==> config.mk <==
export PLATFORM = sky130hd
export DESIGN_NAME = piso_shifter
export DESIGN_NICKNAME = d
export VERILOG_FILES = /design/src/design/piso_shifter.v /design/src/design/piso_sync.v
export VERILOG_INCLUDE_DIRS = /design/src /design/src/design
export SDC_FILE = /design/constraint.sdc
export NUM_CORES = 1
export LEC_CHECK = 0
export BUFFER_PORTS_ARGS = -buffer_cell sky130_fd_sc_hd__buf_2
export CAP_MARGIN = 25
export CORE_MARGIN = 2
export CORE_UTILIZATION = 54
export DETAILED_ROUTE_END_ITERATION = 12
export PLACE_DENSITY = 0.77
export SLEW_MARGIN = 20
export SYNTH_ARGS = -nofsm -noshare
export SYNTH_HDL_FRONTEND = slang
export SYNTH_SLANG_ARGS = --single-unit
==> constraint.sdc <==
create_clock -name clock -period 2.5 [get_ports clock]
set_input_delay 0.5 -clock clock [delete_from_list [all_inputs] [get_ports clock]]
set_output_delay 0.5 -clock clock [all_outputs]
set_load 0.01 [all_outputs]
==> src/design/piso_defs.vh <==
`ifndef PISO_DEFS_VH
`define PISO_DEFS_VH

// ------------------------------------------------------------
// register geometry
// ------------------------------------------------------------
`define PISO_WIDTH      8
`define PISO_RESET_VAL  8'h00
`define PISO_CLR_VAL    8'h00
`define PISO_LAST       7

// ------------------------------------------------------------
// mode select levels
// ------------------------------------------------------------
`define PISO_MODE_SHIFT 1'b1
`define PISO_MODE_LOAD  1'b0

// ------------------------------------------------------------
// shifts from serial input to serial output
// ------------------------------------------------------------
`define PISO_SHIFT_LATENCY 8

`endif

==> src/design/piso_shifter.v <==
// Summary of operation
// - shift select high: serial in, stages advance
// - shift select low: parallel inputs load stages
// - serial input ignored during parallel load
// - shift and load only on effective clock rising edge
// - either clock input high blocks clocking
// - either clock input may enable other
// - clear low forces all stages zero
// - serial bit reaches output after eight edges
`timescale 1ns/10ps
`default_nettype none
`include "piso_defs.vh"

module piso_shifter (
    input  wire                   clock,
    input  wire                   sys_rst,
    input  wire                   clearN,
    input  wire                   shiftSel,
    input  wire                   clkIn,
    input  wire                   clkInhibit,
    input  wire                   serialIn,
    input  wire [`PISO_WIDTH-1:0] parIn,
    output wire                   serialOut
);

    // ------------------------------------------------------------
    // pin synchronisers
    // ------------------------------------------------------------
    // all pins are sampled together so that clock and data stay aligned;
    // data therefore needs no setup beyond being valid at the sample that sees the clock edge
    wire [`PISO_WIDTH+4:0] pinSync;

    piso_sync #(
        .WIDTH (`PISO_WIDTH + 5)
    ) u_sync (
        .clock   (clock),
        .asyncIn ({clearN, shiftSel, clkIn, clkInhibit, serialIn, parIn}),
        .syncOut (pinSync)
    );

    wire                   clearNS    = pinSync[`PISO_WIDTH+4];
    wire                   shiftSelS  = pinSync[`PISO_WIDTH+3];
    wire                   clkInS     = pinSync[`PISO_WIDTH+2];
    wire                   clkInhS    = pinSync[`PISO_WIDTH+1];
    wire                   serialInS  = pinSync[`PISO_WIDTH];
    wire [`PISO_WIDTH-1:0] parInS     = pinSync[`PISO_WIDTH-1:0];

    // ------------------------------------------------------------
    // effective clock edge detect
    // ------------------------------------------------------------
    // nor of both clock pins; a high on either holds it low
    wire effClk = ~(clkInS | clkInhS);
    reg  effClkPrev_ff;

    always @(posedge clock) begin
        if (sys_rst) begin
            effClkPrev_ff <= 1'b1;
        end else begin
            effClkPrev_ff <= effClk;
        end
    end

    // rising edge of the nor is the only time the stages shift or load
    // limitation: an inhibit lowered while clkIn is low makes a real edge
    wire effRise = effClk & ~effClkPrev_ff;

    // ------------------------------------------------------------
    // stage register
    // ------------------------------------------------------------
    localparam OP_HOLD  = 2'b00;
    localparam OP_CLEAR = 2'b01;
    localparam OP_SHIFT = 2'b10;
    localparam OP_LOAD  = 2'b11;

    // one decode shared by every stage; clear outranks any clock edge
    function [1:0] stage_op;
        input clrN;
        input rise;
        input sel;
        begin
            if (!clrN) begin
                stage_op = OP_CLEAR;
            end else if (!rise) begin
                // no edge: hold, including zeros left by clear
                stage_op = OP_HOLD;
            end else if (sel == `PISO_MODE_SHIFT) begin
                stage_op = OP_SHIFT;
            end else begin
                stage_op = OP_LOAD;
            end
        end
    endfunction

    wire [1:0]             stageOp  = stage_op(clearNS, effRise, shiftSelS);
    wire [`PISO_WIDTH-1:0] clrVal   = `PISO_CLR_VAL;
    reg  [`PISO_WIDTH-1:0] stage_ff;
    wire [`PISO_WIDTH-1:0] nxt_stage;
    // stage one is bit 0, stage eight is bit 7
    wire [`PISO_WIDTH-1:0] shiftSrc = {stage_ff[`PISO_WIDTH-2:0], serialInS};

    genvar gi;
    generate
        for (gi = 0; gi < `PISO_WIDTH; gi = gi + 1) begin : g_stage
            reg nxt_bit;
            always @* begin
                case (stageOp)
                    OP_CLEAR: begin
                        nxt_bit = clrVal[gi];
                    end
                    OP_SHIFT: begin
                        nxt_bit = shiftSrc[gi];
                    end
                    OP_LOAD: begin
                        // serialInS not used here
                        nxt_bit = parInS[gi];
                    end
                    default: begin
                        nxt_bit = stage_ff[gi];
                    end
                endcase
            end
            assign nxt_stage[gi] = nxt_bit;
        end
    endgenerate

    always @(posedge clock) begin
        if (sys_rst) begin
            stage_ff <= `PISO_RESET_VAL;
        end else begin
            stage_ff <= nxt_stage;
        end
    end

    // only the last stage is visible
    assign serialOut = stage_ff[`PISO_LAST];

endmodule // piso_shifter

`default_nettype wire

==> src/design/piso_sync.v <==
`timescale 1ns/10ps
`default_nettype none

// ------------------------------------------------------------
// two flip-flop synchroniser, one per bit
// ------------------------------------------------------------
module piso_sync #(
    parameter WIDTH = 1
) (
    input  wire             clock,
    input  wire [WIDTH-1:0] asyncIn,
    output wire [WIDTH-1:0] syncOut
);

    reg [WIDTH-1:0] meta_ff;
    reg [WIDTH-1:0] sync_ff;

    // first stage feeds only the second
    always @(posedge clock) begin
        meta_ff <= asyncIn;
        sync_ff <= meta_ff;
    end

    assign syncOut = sync_ff;

endmodule // piso_sync

`default_nettype wire

# == Word-level counts from Yosys, hierarchy flattened ==
# Index checks and enable logic that the tools add are counted.
# W data, S select, Z words.
# op_classes
n_eq_ne,3
mux,11
bitwise,4
n_reduce_logical,1
# ops
op,n
$pmux W1 S3,8
$eq A2 B2 Y1 const B,2
$mux W2,2
$reduce_bool A3 Y1,1
$eq A2 B1 Y1 const B,1
$not A1 Y1,2
$and A1 B1 Y1,1
$mux W1,1
$or A1 B1 Y1,1
# totals
regBits,35
input_bits,15
output_inout_bits,1
wordCells,23

# == Logic depth before layout (Yosys ltp) ==
# logic_depth
ltp_word,7
depth_mapped,4
ltp_nobuf,3

# == Hierarchy ==
# From an unflattened synthesis, not the netlist that was laid out.
# hier_totals
cells_unflattened,65
area_unflattened_um2,930.9
# modules_own_cells
module,instances,cells_per_inst,area_per_inst_um2,seq_area_each_um2
piso_sync,1,26,520.5,520.5
piso_shifter,1,39,410.4,180.2

# == Least setup slack after synthesis ==
# No wires, ideal clock.
# synth_path
kind,reg2reg
from,register effClkPrev_ff
to,register stage_ff[5]
setup_ps,79
arrival_time_ps,959
path_slack_ps,1462
stages_incl_launch_ff,5
n_path_buf,1
synth_period_minus_slack_ps,1038
path_cell_list,dfxtp_1 nor3_4 buf_6 nor2_1 a211oi_2
# synth_via
elab_chain_len,6
elab_cells_between_ends,9
classes_between,eq/ne (3); mux (3); bitwise (2); reduce/logical (1)
# synth_rtl
item,line_no,text
start: declaration,piso_shifter.v:53,reg effClkPrev_ff;
start signal: assignment,piso_shifter.v:59,effClkPrev_ff <= effClk;
$not A1 Y1 *,piso_shifter.v:65,wire effRise = effClk & ~effClkPrev_ff;
$and A1 B1 Y1 *,piso_shifter.v:65,
$mux W2 *,piso_shifter.v:83,end else if (!rise) begin
$mux W2 *,piso_shifter.v:81,if (!clrN) begin
$eq A2 B2 Y1 or $eq A2 B1 Y1 (tied branches),piso_shifter.v:106,case (stageOp)
$pmux W1 S3 or $reduce_bool A3 Y1 (tied branches),n/a,
end signal: assignment,piso_shifter.v:128,stage_ff <= `PISO_RESET_VAL;
end signal: assignment,piso_shifter.v:130,stage_ff <= nxt_stage;
end: declaration,piso_shifter.v:96,reg [`PISO_WIDTH-1:0] stage_ff;
# Mark *: on every way between the ends. The rest lies on a longest branch, timed or not.
# A chain may end at the register's enable or synchronous reset.

# == Worst setup path after layout ==
# layout_path
from,register stage_ff[7]
to,output port serialOut
# layout_rtl
item,line_no,text
end: declaration,piso_shifter.v:23,output wire serialOut
# No word-level cell between the ends.

==> results.md <==
* Status: complete, no violations
* Nets@finish at 99
* Seq/Total Area, Yosys at 0.753
* Reg2reg setup slack at 1220 ps
* RSZ-0062 raised after global routing: false
* YS warnings at 0
* Most common cell after layout, fill and taps aside: dfxtp_1
* FMAX at 0.783 GHz
* Critical path arrival at 780 ps
* Crit path cell chain: buf_2
* Pin count of the biggest net entering global routing at 17
* Root Buffer: clkbuf_4
* Global-route wire length before repair at 1.80 mm
* Final period util at 0.511
* Number of setup buffers added after CTS at 0
* Critical path class: reg2out
* Initial antenna violation count at 0
* H-tree depth at 2
* Total CTS buffers at 5
* CP Data Required Time at 2000 ps
* Grt ovf at 0
* Cell Area, Synth at 931 sq um
* Count of pins over their slew limit at 0
* Hold WC Path Type: in2reg
* # rows at 15
* Synth unique cells at 11
* Largest delay contributor family on the critical path: flip-flops
* DIE AREA at 2070 sq um
* DIE HEIGHT at 45.5 microns
* Max_cap viols at 0
* Post-DRT Antenna Nets at 0
* WP depth at 1
* Residual DRC count at 0
* Most frequent cells in the layout: dfxtp_1, buf_2, mux2i_1, nor2_1, a211oi_1
* Hold_buf cts at 0
* Worst Hold Launch: parIn[4]
* Worst slew pin tran at 570 ps
* Avg WL per Cell at 11.0 microns
* Crit path time final at 1280 ps
* DR pass1 iterations at 2
* Vias in the first global route at 444
* DIE WIDTH at 45.5 microns
* Cells after Synth at 65
* Maximum clock path buffer count at 2
* R2r startpoint: effClkPrev_ff$_SDFF_PP1_
* Critical-path top delay cell: dfxtp_1
* VDD IR max at 0.688 mV
* Global Route Usage Sum at 0.141
* DR iter-0 viols at 4
* Synthesis-to-layout area growth at 17.5%
* CTS clk-pin slew, worst paths at 100 ps
* Post-cts resize count at 0
* CTS tree: done
* Port-buffer cells at 15
* CTS sink count at 35
* Vias/cell at 4.76
* # IOs at 16
* Max incr delay on CP at 340 ps
* Syn_area_per_cell at 14.3 sq um
* Pwr Density at 937 nW/um^2
* Core Box Area at 1670 sq um
* WP buf/inv at 1
* Worst slew margin at 0.619
* Fillers at 138
* Clock skew at 15.1 ps
* Post-layout util at 0.655
* Setup TNS after final layout at 0 ps
* Syn_nets at 80
* Gp weighted congestion at 0.653
* CP Launch Type: register
* Static leakage at 0.469 nW
* Worst setup EP type: output pin
* Final hold vios at 0
* Via count at 486
* Setup crit end: serialOut
* Worst reg2reg path depth at 3
* Initial core utilization at 0.557
* Crit. Startpoint: stage_ff[7]$_SDFFE_PP0P_
* Fraction of layout cells with a size suffix above 1 at 0.306
* Worst-path fanout max at 2
* Clock latency on the worst-skew pair at 320 ps
* Routed Wire Length at 1.12 mm
* Yosys reg bits at 35
* R2r endpoint: stage_ff[3]$_SDFFE_PP0P_
* N_diodes at 0
* Final setup vio count at 0
==> sequential cells by signal, summed over array words and instances (netlist names) <==
signal          cells
stage_ff            8
u_sync.meta_ff     13
u_sync.syncOut     13
effClkPrev_ff       1
==> layout make-up <==
cell class              instances  area (sq um)  area share
clock buffers                   6          51.3      0.0469
clock inverters                 2          35.0      0.0320
multi-input cells              27           210       0.192
flip-flops and latches         35           701       0.641
well taps                      17          21.3      0.0195
repair buffers                 15          75.1      0.0686
==> logic make-up after synthesis <==
group                  synth area share
buffers and inverters            0.0215
and+or+nand+nor                  0.0565
muxes                            0.0860
DFF                               0.753
AOI/OAI and AO/OA                0.0833
==> layer usage <==
| metal | part of all wire | track usage | vias to the layer above |
|---|---|---|---|
| met3 | 0.054 | 0.0714 | 2 |
| met2 | 0.51 | 0.203 | 14 |
| met5 | 0 | 0 | - |
| met4 | 0.018 | 0.141 | 0 |
| met1 | 0.42 | 0.143 | 211 |
| li1 | - | - | 259 |
==> report_power, final <==
part	leakage, nW	switching, mW	total (mW)	internal, mW
Combinational	0.128	0.0122	0.0294	0.0172
Clock	0.0482	0.165	0.401	0.236
Sequential	0.293	0.0116	0.595	0.583
==> synth_stat cells <==
| master | n | area (sq um) |
|---|---|---|
| nand2b_1 | 1 | 6.26 |
| a211oi_1 | 6 | 45.0 |
| o21bai_1 | 1 | 7.51 |
| mux2i_1 | 8 | 80.1 |
| dfxtp_1 | 35 | 701 |
| a211oi_2 | 2 | 25.0 |
| nor2_1 | 8 | 30.0 |
| buf_1 | 1 | 3.75 |
| buf_2 | 1 | 5.00 |
| buf_6 | 1 | 11.3 |
| nor3_4 | 1 | 16.3 |
==> worst min path at each step <==
| stage | to | cells after the start |
|---|---|---|
| after floorplan | u_sync.syncOut[0]$_DFF_P_ | 0 |
| after global placement | u_sync.syncOut[2]$_DFF_P_ | 0 |
| after detailed placement | u_sync.syncOut[9]$_DFF_P_ | 0 |
| after CTS | u_sync.meta_ff[4]$_DFF_P_ | 1 |
| after global routing | u_sync.meta_ff[5]$_DFF_P_ | 1 |
| final | u_sync.meta_ff[4]$_DFF_P_ | 1 |
==> through the flow <==
step                hold slack, ps  power [mW]  instance area, sq um  instances  setup WS (ps)
floorplan                      310       0.624                   931         65           1460
global placement               311       0.635                  1010         94           1310
detailed placement             312       0.638                  1010         94           1230
CTS                            253        1.04                  1090        102           1200
global route                   240        1.07                  1090        102           1100
finish                         271        1.03                  1090        102           1220
Power figures use the tool's default switching activity.
